**config.mk**
```make
export PLATFORM = sky130hd
export DESIGN_NAME = flash_host
export DESIGN_NICKNAME = d
export VERILOG_FILES = /design/src/rtl/flash_host_pkg.sv /design/src/rtl/flash_host.sv /design/src/rtl/word_fifo.sv
export SDC_FILE = /design/constraint.sdc
export NUM_CORES = 1
export LEC_CHECK = 0
export ABC_AREA = 1
export BUFFER_PORTS_ARGS = -buffer_cell sky130_fd_sc_hd__buf_2
export CORE_MARGIN = 3
export CORE_UTILIZATION = 58
export CTS_CLUSTER_DIAMETER = 80
export DETAILED_ROUTE_END_ITERATION = 16
export HOLD_SLACK_MARGIN = 0.15
export PLACE_DENSITY = 0.79
export SLEW_MARGIN = 10
export SYNTH_ARGS = -nofsm -noshare
export SYNTH_HDL_FRONTEND = slang
export SYNTH_SLANG_ARGS = --single-unit
```
**constraint.sdc**
```tcl
create_clock -name clk_sys -period 6.13 [get_ports clk_sys]
set_clock_uncertainty 0.1 [all_clocks]
set_input_delay 0.9195 -clock clk_sys [delete_from_list [all_inputs] [get_ports clk_sys]]
set_output_delay 0.9195 -clock clk_sys [all_outputs]
set_load 0.05 [all_outputs]
```
**src/rtl/flash_host_pkg.sv**
```systemverilog
// Package of opcodes, field layouts and timing constants for the serial flash host
package flash_host_pkg;
  // ==========================================================
  // Frame field widths and byte count width
  localparam int BYTE_W = 8;
  localparam int WORD_W = 16;
  localparam int CNT_W = 9;
  // ==========================================================
  // Opcodes
  localparam logic [7:0] OP_XFER_SEC_SRAM0 = 8'h5C;
  localparam logic [7:0] OP_XFER_SEC_SRAM1 = 8'h5D;
  localparam logic [7:0] OP_READ_SRAM0 = 8'h71;
  localparam logic [7:0] OP_READ_SRAM1 = 8'h73;
  localparam logic [7:0] OP_WRITE_EN = 8'h06;
  localparam logic [7:0] OP_WRITE_DIS = 8'h04;
  localparam logic [7:0] OP_WR_SECTOR0 = 8'hF6;
  localparam logic [7:0] OP_WR_SECTOR1 = 8'h98;
  localparam logic [7:0] OP_WR_SRAM0 = 8'h72;
  localparam logic [7:0] OP_WR_SRAM1 = 8'h74;
  localparam logic [7:0] OP_COPY_0_TO_1 = 8'h92;
  localparam logic [7:0] OP_COPY_1_TO_0 = 8'h55;
  localparam logic [7:0] OP_REFRESH0 = 8'h58;
  localparam logic [7:0] OP_REFRESH1 = 8'h59;
  localparam logic [7:0] OP_READ_INFO = 8'h15;
  localparam logic [7:0] OP_READ_CONFIG = 8'h8C;
  localparam logic [7:0] OP_WRITE_CONFIG = 8'h8A;
  localparam logic [7:0] OP_READ_STATUS = 8'h84;
  localparam logic [7:0] OP_PWR_CLEAR = 8'h09;
  localparam logic [7:0] OP_PWR_SET = 8'h03;
  // ==========================================================
  // Device select layout
  localparam logic [4:0] SEL_UPPER_ZERO = 5'h00;
  // ==========================================================
  // Configuration layout and shipped value
  localparam logic [15:0] CONFIG_SHIPPED = 16'h0009;
  localparam logic [15:0] CONFIG_USED_MASK = 16'h01FF;
  localparam int CFG_RST_BIT = 0;
  localparam int CFG_DIR_BIT = 3;
  localparam int CFG_RANGE_LSB = 4;
  localparam int CFG_RANGE_MSB = 7;
  // ==========================================================
  // Status layout
  localparam int ST_BUSY_BIT = 15;
  localparam int ST_XFER_HI_BIT = 14;
  localparam int ST_XFER_LO_BIT = 13;
  localparam int ST_WEN_BIT = 12;
  localparam int ST_PWR_BIT = 8;
  localparam int ST_DI_HI_BIT = 1;
  localparam int ST_DI_LO_BIT = 0;
  localparam logic [1:0] DI_ERROR = 2'h3;
  // ==========================================================
  // Timing: reset pulse windows in ns and link clock divider
  localparam int RESET_SHORT_MIN_NS = 1500;
  localparam int RESET_LONG_MIN_NS = 5000;
  localparam int CLK_PERIOD_NS = 25;
  localparam int RESET_SHORT_CYC = (RESET_SHORT_MIN_NS + CLK_PERIOD_NS - 1) / CLK_PERIOD_NS;
  localparam int RESET_LONG_CYC = (RESET_LONG_MIN_NS + CLK_PERIOD_NS - 1) / CLK_PERIOD_NS;
  localparam int SCK_HALF_CYC = 4;
  localparam int DIV_W = 12;
  // ==========================================================
  // Command kinds taken at the user port
  localparam logic [2:0] KIND_PLAIN = 3'h0;
  localparam logic [2:0] KIND_READ = 3'h1;
  localparam logic [2:0] KIND_WRITE = 3'h2;
  localparam logic [2:0] KIND_POLL = 3'h3;
endpackage : flash_host_pkg

```
**src/rtl/flash_host.sv**
```systemverilog
// Host controller that drives the serial flash through its clock, data and select pins
`timescale 1ns/10ps
module flash_host
  import flash_host_pkg::*;
#(
  parameter int DEPTH = 32,
  parameter logic [2:0] CHIP_ADDR = 3'h0
) (
  input wire logic clk_sys,
  input wire logic rst_n,
  input wire logic cmd_valid,
  output logic cmd_ready,
  input wire logic [7:0] cmd_opcode,
  input wire logic [2:0] cmd_kind,
  input wire logic [15:0] cmd_field_a,
  input wire logic [15:0] cmd_field_b,
  input wire logic [8:0] cmd_count,
  input wire logic cmd_pad_word,
  input wire logic cmd_reset,
  input wire logic wdata_valid,
  output logic wdata_ready,
  input wire logic [7:0] wdata,
  output logic rdata_valid,
  input wire logic rdata_ready,
  output logic [7:0] rdata,
  output logic [15:0] last_word,
  output logic device_busy,
  output logic integrity_error,
  output logic restricted_refused,
  output logic done_pulse,
  output logic sck,
  output logic cs_n,
  input wire logic serial_io_in,
  output logic serial_io_out,
  output logic serial_io_oe
);
  // ==========================================================
  // State and registers
  typedef enum logic [3:0] {
    S_IDLE, S_RST_HI, S_RST_LO, S_HEAD, S_FIELD_A, S_FIELD_B, S_PAD,
    S_WDATA, S_RDATA, S_POLL, S_END
  } state_e;
  state_e state_reg, state_next;
  logic [15:0] shift_reg, shift_next;      // Outgoing or incoming bits
  logic [4:0] bit_reg, bit_next;           // Bits left in current unit
  logic [CNT_W-1:0] left_reg, left_next;   // Bytes or words left
  logic [DIV_W-1:0] div_reg, div_next;     // Link clock divider
  logic sck_reg, sck_next;
  logic cs_n_reg, cs_n_next;
  logic oe_reg, oe_next;
  logic [7:0] op_reg, op_next;
  logic [2:0] kind_reg, kind_next;
  logic [15:0] fa_reg, fa_next;            // First field to send
  logic [15:0] fb_reg, fb_next;
  logic pad_reg, pad_next;
  logic [15:0] word_reg, word_next;
  logic done_reg, done_next;
  logic refused_reg, refused_next;
  logic [7:0] rd_byte_reg, rd_byte_next;
  logic rd_push;
  logic push_reg;                          // Completed read byte waits to be stored
  logic rfifo_in_ready;
  logic sio_meta_reg, sio_sync_reg;        // Input synchroniser
  logic rise, fall;
  logic restricted;

  // Input synchroniser; first stage read only by the second
  always_ff @(posedge clk_sys or negedge rst_n) begin
    if (!rst_n) begin
      sio_meta_reg <= 1'b0;
      sio_sync_reg <= 1'b0;
    end else begin
      sio_meta_reg <= serial_io_in;
      sio_sync_reg <= sio_meta_reg;
    end
  end

  // ==========================================================
  // Read data FIFO; full FIFO stalls the link clock
  word_fifo #(.WIDTH(BYTE_W), .DEPTH(DEPTH)) u_rfifo (
    .clk_sys(clk_sys),
    .rst_n(rst_n),
    .in_valid(rd_push),
    .in_ready(rfifo_in_ready),
    .in_data(rd_byte_reg),
    .out_valid(rdata_valid),
    .out_ready(rdata_ready),
    .out_data(rdata)
  );

  // Busy-restricted opcodes
  always_comb begin
    case (cmd_opcode)
      OP_XFER_SEC_SRAM0, OP_XFER_SEC_SRAM1, OP_WR_SECTOR0, OP_WR_SECTOR1,
      OP_COPY_0_TO_1, OP_COPY_1_TO_0, OP_REFRESH0, OP_REFRESH1, OP_READ_INFO,
      OP_WRITE_CONFIG: restricted = 1'b1;
      default: restricted = 1'b0;
    endcase
  end

  // ==========================================================
  // Frame sequencer: next-state logic
  always_comb begin
    state_next = state_reg;
    shift_next = shift_reg;
    bit_next = bit_reg;
    left_next = left_reg;
    div_next = div_reg;
    sck_next = sck_reg;
    cs_n_next = cs_n_reg;
    oe_next = oe_reg;
    op_next = op_reg;
    kind_next = kind_reg;
    fa_next = fa_reg;
    fb_next = fb_reg;
    pad_next = pad_reg;
    word_next = word_reg;
    done_next = 1'b0;
    refused_next = 1'b0;
    rd_byte_next = rd_byte_reg;
    rd_push = push_reg;
    rise = 1'b0;
    fall = 1'b0;
    cmd_ready = (state_reg == S_IDLE);
    wdata_ready = 1'b0;
    // Divider toggles the link clock, held while read FIFO is full
    if (state_reg inside {S_HEAD, S_FIELD_A, S_FIELD_B, S_PAD, S_WDATA, S_RDATA, S_POLL}) begin
      if (div_reg == DIV_W'(SCK_HALF_CYC - 1)) begin
        if (rfifo_in_ready) begin
          div_next = '0;
          sck_next = !sck_reg;
          rise = !sck_reg;
          fall = sck_reg;
        end
      end else begin
        div_next = div_reg + 1'b1;
      end
    end
    case (state_reg)
      S_IDLE: begin
        cs_n_next = 1'b1;
        sck_next = 1'b0;
        oe_next = 1'b0;
        if (cmd_valid) begin
          if (cmd_reset) begin
            state_next = S_RST_LO;
            cs_n_next = 1'b0;
            div_next = cmd_field_a[CFG_RST_BIT] ? DIV_W'(RESET_LONG_CYC) : DIV_W'(RESET_SHORT_CYC);
          end else if (restricted && device_busy) begin
            refused_next = 1'b1;
          end else begin
            shift_next = {SEL_UPPER_ZERO, CHIP_ADDR, cmd_opcode};
            bit_next = 5'(WORD_W);
            op_next = cmd_opcode;
            kind_next = cmd_kind;
            fa_next = (cmd_opcode == OP_WRITE_CONFIG) ? (cmd_field_a & CONFIG_USED_MASK)
                                                      : cmd_field_a;
            fb_next = cmd_field_b;
            pad_next = cmd_pad_word;
            left_next = cmd_count;
            div_next = '0;
            cs_n_next = 1'b0;
            oe_next = 1'b1;
            state_next = S_HEAD;
          end
        end
      end
      S_RST_LO: begin
        if (div_reg == '0) begin
          cs_n_next = 1'b1;
          state_next = S_IDLE;
          done_next = 1'b1;
        end else begin
          div_next = div_reg - 1'b1;
        end
      end
      S_HEAD, S_FIELD_A, S_FIELD_B, S_PAD, S_WDATA: begin
        // Data changes on falling edge, device samples on rising edge
        if (rise) begin
          bit_next = bit_reg - 1'b1;
        end else if (fall) begin
          shift_next = {shift_reg[14:0], 1'b0};
          if (bit_reg == '0) begin
            case (state_reg)
              S_HEAD: begin
                // Bare opcodes end here, status and config reads poll next; every other opcode carries its fields
                state_next = (op_reg inside {OP_WRITE_EN, OP_WRITE_DIS, OP_PWR_SET,
                                             OP_PWR_CLEAR}) ? S_END : S_FIELD_A;
                shift_next = fa_reg;
                bit_next = 5'(WORD_W);
                if (op_reg == OP_READ_CONFIG || op_reg == OP_READ_STATUS) begin
                  oe_next = 1'b0;
                  state_next = S_POLL;
                  left_next = CNT_W'(1);
                end
              end
              S_FIELD_A: begin
                shift_next = fb_reg;
                // byte read has eight control clocks, not sixteen
                bit_next = (kind_reg == KIND_READ) ? 5'(BYTE_W) : 5'(WORD_W);
                state_next = S_FIELD_B;
              end
              S_FIELD_B: begin
                if (kind_reg == KIND_WRITE) begin
                  state_next = S_WDATA;
                  bit_next = '0;
                  shift_next = '0;
                end else if (pad_reg) begin
                  shift_next = '0;
                  bit_next = 5'(WORD_W);
                  state_next = S_PAD;
                end else begin
                  state_next = (kind_reg == KIND_READ) ? S_RDATA : S_END;
                  oe_next = (kind_reg != KIND_READ);
                  bit_next = 5'(BYTE_W);
                  if (kind_reg == KIND_POLL) begin
                    state_next = S_POLL;
                    oe_next = 1'b0;
                    bit_next = 5'(WORD_W);
                  end
                end
              end
              S_PAD: begin
                state_next = (kind_reg == KIND_POLL) ? S_POLL : S_END;
                oe_next = 1'b0;
                bit_next = 5'(WORD_W);
              end
              default: begin
                // Write data bytes until the count or the data runs out, then end with no closing byte
                if (left_reg == '0) begin
                  state_next = S_END;
                end else if (wdata_valid) begin
                  wdata_ready = 1'b1;
                  shift_next = {wdata, 8'h00};
                  bit_next = 5'(BYTE_W);
                  left_next = left_reg - 1'b1;
                end else begin
                  bit_next = 5'(BYTE_W);
                  shift_next = '0;
                  state_next = S_END;
                end
              end
            endcase
          end
        end
      end
      S_RDATA, S_POLL: begin
        // Sample incoming bit on rising edge
        if (rise) begin
          shift_next = {shift_reg[14:0], sio_sync_reg};
          bit_next = bit_reg - 1'b1;
          if (bit_reg == 5'(1)) begin
            left_next = left_reg - 1'b1;
            if (state_reg == S_RDATA) begin
              rd_byte_next = {shift_reg[6:0], sio_sync_reg};
              bit_next = 5'(BYTE_W);
            end else begin
              word_next = {shift_reg[14:0], sio_sync_reg};
              bit_next = 5'(WORD_W);
            end
          end
        end else if (fall && left_reg == '0) begin
          // Close only with the clock low again, so its high phase stays whole
          state_next = S_END;
        end
      end
      S_END: begin
        // rising select ends and resets command
        cs_n_next = 1'b1;
        sck_next = 1'b0;
        oe_next = 1'b0;
        done_next = 1'b1;
        state_next = S_IDLE;
      end
      default: state_next = S_IDLE;
    endcase
  end

  // Byte capture pulse: push one cycle after a completed read byte
  always_ff @(posedge clk_sys or negedge rst_n) begin
    if (!rst_n) begin
      push_reg <= 1'b0;
    end else begin
      push_reg <= (state_reg == S_RDATA) && rise && (bit_reg == 5'(1));
    end
  end
  assign last_word = word_reg;

  // ==========================================================
  // Register stage of the sequencer
  always_ff @(posedge clk_sys or negedge rst_n) begin
    if (!rst_n) begin
      state_reg <= S_IDLE;
      shift_reg <= '0;
      bit_reg <= '0;
      left_reg <= '0;
      div_reg <= '0;
      sck_reg <= 1'b0;
      cs_n_reg <= 1'b1;
      oe_reg <= 1'b0;
      op_reg <= '0;
      kind_reg <= KIND_PLAIN;
      fa_reg <= '0;
      fb_reg <= '0;
      pad_reg <= 1'b0;
      word_reg <= '0;
      done_reg <= 1'b0;
      refused_reg <= 1'b0;
      rd_byte_reg <= '0;
    end else begin
      state_reg <= state_next;
      shift_reg <= shift_next;
      bit_reg <= bit_next;
      left_reg <= left_next;
      div_reg <= div_next;
      sck_reg <= sck_next;
      cs_n_reg <= cs_n_next;
      oe_reg <= oe_next;
      op_reg <= op_next;
      kind_reg <= kind_next;
      fa_reg <= fa_next;
      fb_reg <= fb_next;
      pad_reg <= pad_next;
      word_reg <= word_next;
      done_reg <= done_next;
      refused_reg <= refused_next;
      rd_byte_reg <= rd_byte_next;
    end
  end

  // ==========================================================
  // Pin and status outputs
  always_comb begin
    sck = sck_reg;
    cs_n = cs_n_reg;
    serial_io_oe = oe_reg;
    serial_io_out = shift_reg[15];
    done_pulse = done_reg;
    restricted_refused = refused_reg;
    device_busy = word_reg[ST_BUSY_BIT] | word_reg[ST_XFER_HI_BIT] | word_reg[ST_XFER_LO_BIT];
    integrity_error = (word_reg[ST_DI_HI_BIT:ST_DI_LO_BIT] == DI_ERROR);
  end
endmodule : flash_host

```
**src/rtl/word_fifo.sv**
```systemverilog
// Flip-flop FIFO with valid and ready on both sides
`timescale 1ns/10ps
module word_fifo #(
  parameter int WIDTH = 8,
  parameter int DEPTH = 32
) (
  input wire logic clk_sys,
  input wire logic rst_n,
  input wire logic in_valid,
  output logic in_ready,
  input wire logic [WIDTH-1:0] in_data,
  output logic out_valid,
  input wire logic out_ready,
  output logic [WIDTH-1:0] out_data
);
  localparam int AW = $clog2(DEPTH);
  // ==========================================================
  // Storage and pointers
  logic [WIDTH-1:0] mem_reg [DEPTH];
  logic [AW-1:0] wr_reg, wr_next;
  logic [AW-1:0] rd_reg, rd_next;
  logic [AW:0] cnt_reg, cnt_next;
  logic push, pop;

  // Handshakes and pointer advance
  always_comb begin
    in_ready = (cnt_reg != (AW+1)'(DEPTH));
    out_valid = (cnt_reg != '0);
    push = in_valid && in_ready;
    pop = out_valid && out_ready;
    wr_next = push ? AW'(wr_reg + 1'b1) : wr_reg;
    rd_next = pop ? AW'(rd_reg + 1'b1) : rd_reg;
    cnt_next = cnt_reg;
    if (push && !pop) begin
      cnt_next = cnt_reg + 1'b1;
    end else if (pop && !push) begin
      cnt_next = cnt_reg - 1'b1;
    end
    out_data = mem_reg[rd_reg];
  end

  // Pointer registers
  always_ff @(posedge clk_sys or negedge rst_n) begin
    if (!rst_n) begin
      wr_reg <= '0;
      rd_reg <= '0;
      cnt_reg <= '0;
    end else begin
      wr_reg <= wr_next;
      rd_reg <= rd_next;
      cnt_reg <= cnt_next;
    end
  end

  // Storage write, no reset needed
  always_ff @(posedge clk_sys) begin
    if (push) begin
      mem_reg[wr_reg] <= in_data;
    end
  end
endmodule : word_fifo

```
Word-level counts from Yosys, hierarchy flattened
Memory sizes are Yosys's and may differ from the RTL's.
Cells that the tools add are included.
W data, S select, Z words.
{"block": "op_classes", "n_mux": 115, "addsub": 8, "n_reduce_logical": 43, "bitwise_logic": 5, "eq_ne": 56}
{"cell": "$mux W16", "count": 12}
{"cell": "$mux W9", "count": 11}
{"cell": "$mux W12", "count": 7}
{"cell": "$mux W5", "count": 14}
{"cell": "$pmux W16 S4", "count": 1}
{"cell": "$mux W4", "count": 15}
{"cell": "$eq A8 B8 Y1 const B", "count": 6}
{"cell": "$pmux W16 S3", "count": 1}
{"cell": "$eq A8 B7 Y1 const B", "count": 5}
{"cell": "$mux W1", "count": 37}
{"cell": "$pmux W4 S4", "count": 2}
{"cell": "$pmux W5 S3", "count": 2}
{"cell": "$pmux W9 S3", "count": 1}
{"cell": "$ne A2 B2 Y1 const B", "count": 12}
{"cell": "$ne A3 B3 Y1 const B", "count": 8}
{"cell": "$pmux W12 S2", "count": 1}
{"cell": "$pmux W9 S2", "count": 1}
{"cell": "$eq A4 B3 Y1 const B", "count": 4}
{"cell": "$eq A8 B3 Y1 const B", "count": 2}
{"cell": "$reduce_and A8 Y1", "count": 2}
{"cell": "$reduce_and A13 Y1", "count": 1}
{"cell": "$add A12 B1 Y12 const B", "count": 1}
{"cell": "$eq A12 B2 Y1 const B", "count": 1}
{"cell": "$eq A4 B4 Y1 const B", "count": 3}
{"cell": "47 further kinds", "count": 77}
{"block": "word_totals", "inputBits": 68, "ram_bits": 256, "out_inout_bits": 35, "elab_cells": 251, "memories": 1, "reg_bits": 138}
{"name": "u_rfifo.mem_reg", "depth": 32, "word_bits": 8, "read_ports": 1, "rd_ports_with_merged_regs": 0, "write_ports": 1, "line_no": "word_fifo.sv:19", "text": "logic [WIDTH-1:0] mem_reg [DEPTH];"}

Logic depth before layout (Yosys ltp)
{"block": "logic_depth", "word_depth": 10, "ltp_mapped": 16, "depth_no_buf": 16}

By module
A second synthesis with hierarchy kept.
{"block": "unflattened", "hier_cells": 2235, "hier_area_um2": 19577.5}
{"mod": "word_fifo", "seq_area_each_um2": 8087.8, "area_each_um2": 11922.7, "n_inst": 1, "cells_per_inst": 1144}
{"mod": "flash_host", "seq_area_each_um2": 3054.2, "area_each_um2": 7654.8, "n_inst": 1, "cells_per_inst": 1091}

Least setup slack after synthesis
No wires, ideal clock.
{"block": "synth_path", "kind": "reg2out", "startpoint": "register left_reg[0]", "endpoint": "output port wdata_ready", "required_time_ns": 5.110, "n_path_buf": 0, "t_arrival_ns": 2.328, "path_stages_with_launch": 10, "slack_ns": 2.782, "path_cell_list": "dfrtp_1 -> inv_1 -> ha_1 -> nand2_1 -> nor2_1 -> nand2_1 -> inv_1 -> nor2_1 -> nand2_1 -> nor3_1"}
{"block": "synth_between", "elab_chain_cells": 7}
{"element": "start, declared", "line_no": "flash_host.sv:46", "text": "logic [CNT_W-1:0] left_reg, left_next;"}
{"element": "start signal, assigned", "line_no": "flash_host.sv:314", "text": "left_reg <= left_next;"}
{"element": "$logic_not A9 Y1", "line_no": "flash_host.sv:230", "text": "if (left_reg == '0) begin"}
{"element": "$mux W1", "line_no": "flash_host.sv:230"}
{"element": "$mux W1", "line_no": "flash_host.sv:184", "text": "case (state_reg)"}
{"element": "$mux W1", "line_no": "flash_host.sv:183", "text": "if (bit_reg == '0) begin"}
{"element": "$mux W1", "line_no": "flash_host.sv:181", "text": "end else if (fall) begin"}
{"element": "$mux W1", "line_no": "flash_host.sv:179", "text": "if (rise) begin"}
{"element": "$mux W1", "line_no": "flash_host.sv:139", "text": "case (state_reg)"}
{"element": "end, declared", "line_no": "flash_host.sv:21", "text": "output logic wdata_ready,"}
No other way between the ends.

Final worst setup path
{"block": "layout_path", "startpoint": "register u_rfifo.rd_reg[0]", "endpoint": "output port rdata[4]"}
{"block": "layout_between", "elab_chain_cells": 1}
{"element": "start, declared", "line_no": "word_fifo.sv:21", "text": "logic [AW-1:0] rd_reg, rd_next;"}
{"element": "start signal, assigned", "line_no": "word_fifo.sv:50", "text": "rd_reg <= rd_next;"}
{"element": "$mem_v2 Z32 W8"}
{"element": "end, declared", "line_no": "flash_host.sv:25", "text": "output logic [7:0] rdata,"}
No other way between the ends.

==> results.toml <==
[timing]
finalHoldViolCount = 0
fmax_ghz = 0.203
slew_violations = 0
rsz0062_at_grt = "false"
min_period_ns = 4.93
fin_crit_sh_pct = 80.5
finalSetupTns_ns = 0
setup_viol_count_final = 0
maxSlewHeadroom_pct = 13.1
worst_pin_slew_ns = 1.30

[routing]
ant_nets = 0
vias = 14182
drt-pass1-iter-count = 6
via_per_inst = 5.91
drc_errors = 0
wl_per_cell_um = 19.1
drtIter0Drc = 1568
drt_wl_total_mm = 45.8

[critical_path]
crit_type = "reg2out"
cp_max_fo = 66
crit_required_ns = 5.11
r2r-start = "u_rfifo.cnt_reg[0]"
r2r_cells = 15
worstReg2RegEnd = "u_rfifo.cnt_reg[5]"
crit_path_end_kind = "primary output"
arrival_ns = 3.91
r2r_slack_ns = 3.00
start_kind = "flip-flop"

[synth]
synth_edf_count = 256
synthMuxAreaShare_pct = 0
synth_cells = 1900
synthFlopType = "edfxtp_1"
yosysSeqAreaShare_pct = 61.2
yosysTopAreaCellShare_pct = 42.2
syn_nets = 1985
synthAdderAreaFrac_pct = 1.21
synth_area_sq_mm = 0.0182
async_flop_share_pct = 35.0
synth.most_common_cell = "nand2_1"
ys_seq_elements = 394
synth_cell_type_count = 46
ys_warn_count = 0
synth_area_leaders = "edfxtp_1, dfrtp_1, nand2_1"
syn_avg_cell_area_sq_um = 9.59
synthTopCellsByCount = "nand2_1, nor2_1, edfxtp_1, o21ai_0, dfrtp_1"
synth_top_family_by_area = "simple AND/OR/NAND/NOR gates"
synth_simple_gate_area_share_pct = 20.3
synth_compound_area_share_pct = 11.2
synth-xor-area-share_pct = 1.35
yosys.area.top_type = "edfxtp_1"

[floorplan]
core_region_area_sq_mm = 0.0307
initial_core_util_pct = 59.2
rows = 64
die-area_sq_mm = 0.0336
die-height_um = 183
die_width_um = 183
io_pins = 103

[cells_and_area]
diodes = 0
syn2layout_area_growth_pct = 11.2
largest_reg_flops = 256
finalNonFillerCells = 2401
drive_above_1_share_pct = 10.7
nNetsFinal = 2060

[run]
max_cap_violations = 0

[clocking]
cts_tree = "yes"
post_cts_buffers = 0
path_clk_slew_ns = 0.06
clock_sinks = 394
root_buffer = "clkbuf_16"
clock_latency_ns = 0.53
cts-buffers-inserted = 40
post_cts_resized = 0
cts_max_path_buffers = 3
htreeDepth = 2
cts_hold_buf = 0

[power]
p_leak_nw = 7.70
power_density_mw_per_mm2 = 348
vdd_drop_max_mv = 0.248

[min_path]
worstHoldStart = "sio_meta_reg"
min_to = "sio_sync_reg"
min_delay_path_depth = 0
hold_path_class = "reg2reg"

[global_route]
overflow = 0
grt_util_all_layers_pct = 27.3
grt_max_degree = 97
antenna_found_initial = 0
grt_pass1_wl_mm = 73.1
grt_pass1_vias = 14010

[place]
io_buffers = 102
dp_cells = 2329
gp_congestion = 0.905
dp_hpwl_mm = 30.0

[status]
outcome = "finished clean"
## cell type report
cell class              count  area, sq um
flip-flops and latches    394        11100
clock buffers              53         1090
well taps                 396          495
fillers                  2403        10500
clock inverters            19          218
repair buffers            107          554
multi-input cells        1281         6190
inverters                 151          568
## layout by cell type (no fill, tap or decap), types with 12 or more instances in the layout
cell | synthesis | routed
nand2_1 | 411 | 411
dfrtp_1 | 137 | 134
o22ai_1 | 41 | 41
inv_2 | 12 | 12
buf_2 | 19 | 101
nand4_1 | 22 | 22
xor2_1 | 24 | 24
clkbuf_16 | 0 | 40
o21ai_0 | 213 | 213
nor2_1 | 277 | 277
o211ai_1 | 39 | 39
ha_1 | 16 | 16
nand3b_1 | 12 | 12
a21oi_1 | 20 | 20
edfxtp_1 | 256 | 256
inv_1 | 136 | 135
nand3_1 | 112 | 112
o21ai_1 | 31 | 31
## through the flow
step | setup slack, ns | area (sq um) | hold slack (ns) | utilization, % | power (W)
floorplan | 2.78 | 18200 | 0.231 | - | 0.00415
global placement | 1.91 | 19000 | 0.235 | 61.6 | 0.00458
detailed placement | 1.83 | 19000 | 0.249 | 61.6 | 0.00463
CTS | 1.24 | 20300 | 0.262 | 65.9 | 0.00705
global route | 0.935 | 20300 | 0.276 | 65.9 | 0.00733
finish | 1.20 | 20300 | 0.257 | 65.9 | 0.00705
## per-layer routing
| layer | vias up | share of wire (%) | GRT usage, % |
|---|---|---|---|
| met3 | 131 | 6.4 | 3.65 |
| met4 | 0 | 4.1 | 11.1 |
| met2 | 607 | 49 | 46.1 |
| li1 | 6627 | - | - |
| met1 | 6817 | 41 | 36.3 |
| met5 | - | 0 | 0 |
## critical path, stage by stage (launching register included)
cell and delay, ns:
dfrtp_4 0.76, clkinv_2 0.81, buf_4 0.61, o21ai_0 0.23, o211ai_1 0.11, nand3_1 0.17
nand3_1 0.12, o21ai_0 0.29, inv_1 0.06, buf_2 0.21
## worst max path at each step
| stage | start | endpoint | slack [ns] | cells after the start |
|---|---|---|---|---|
| final | u_rfifo.rd_reg[0] | rdata[4] | 1.20 | 9 |
| after global routing | u_rfifo.rd_reg[0] | rdata[2] | 0.94 | 9 |
| after CTS | u_rfifo.rd_reg[0] | rdata[4] | 1.24 | 9 |
| after detailed placement | u_rfifo.rd_reg[0] | rdata[2] | 1.83 | 9 |
| after global placement | u_rfifo.rd_reg[0] | rdata[2] | 1.91 | 9 |
| after floorplan | left_reg[0] | wdata_ready | 2.78 | 9 |
## where the power goes
group / internal, W / switching (W)
clock: 0.00143 / 0.00102
combinational: 0.000423 / 0.00120
sequential: 0.00286 / 0.000118
total: 0.00471 / 0.00234
## cell families after synthesis
| logic type | Yosys count |
|---|---|
| compound gates | 364 |
| xor+xnor | 28 |
| fa+ha+maj | 17 |
| buf+inv | 225 |
| flops | 394 |
| simple gates | 872 |
No activity file was read; power rests on OpenSTA's default activity.
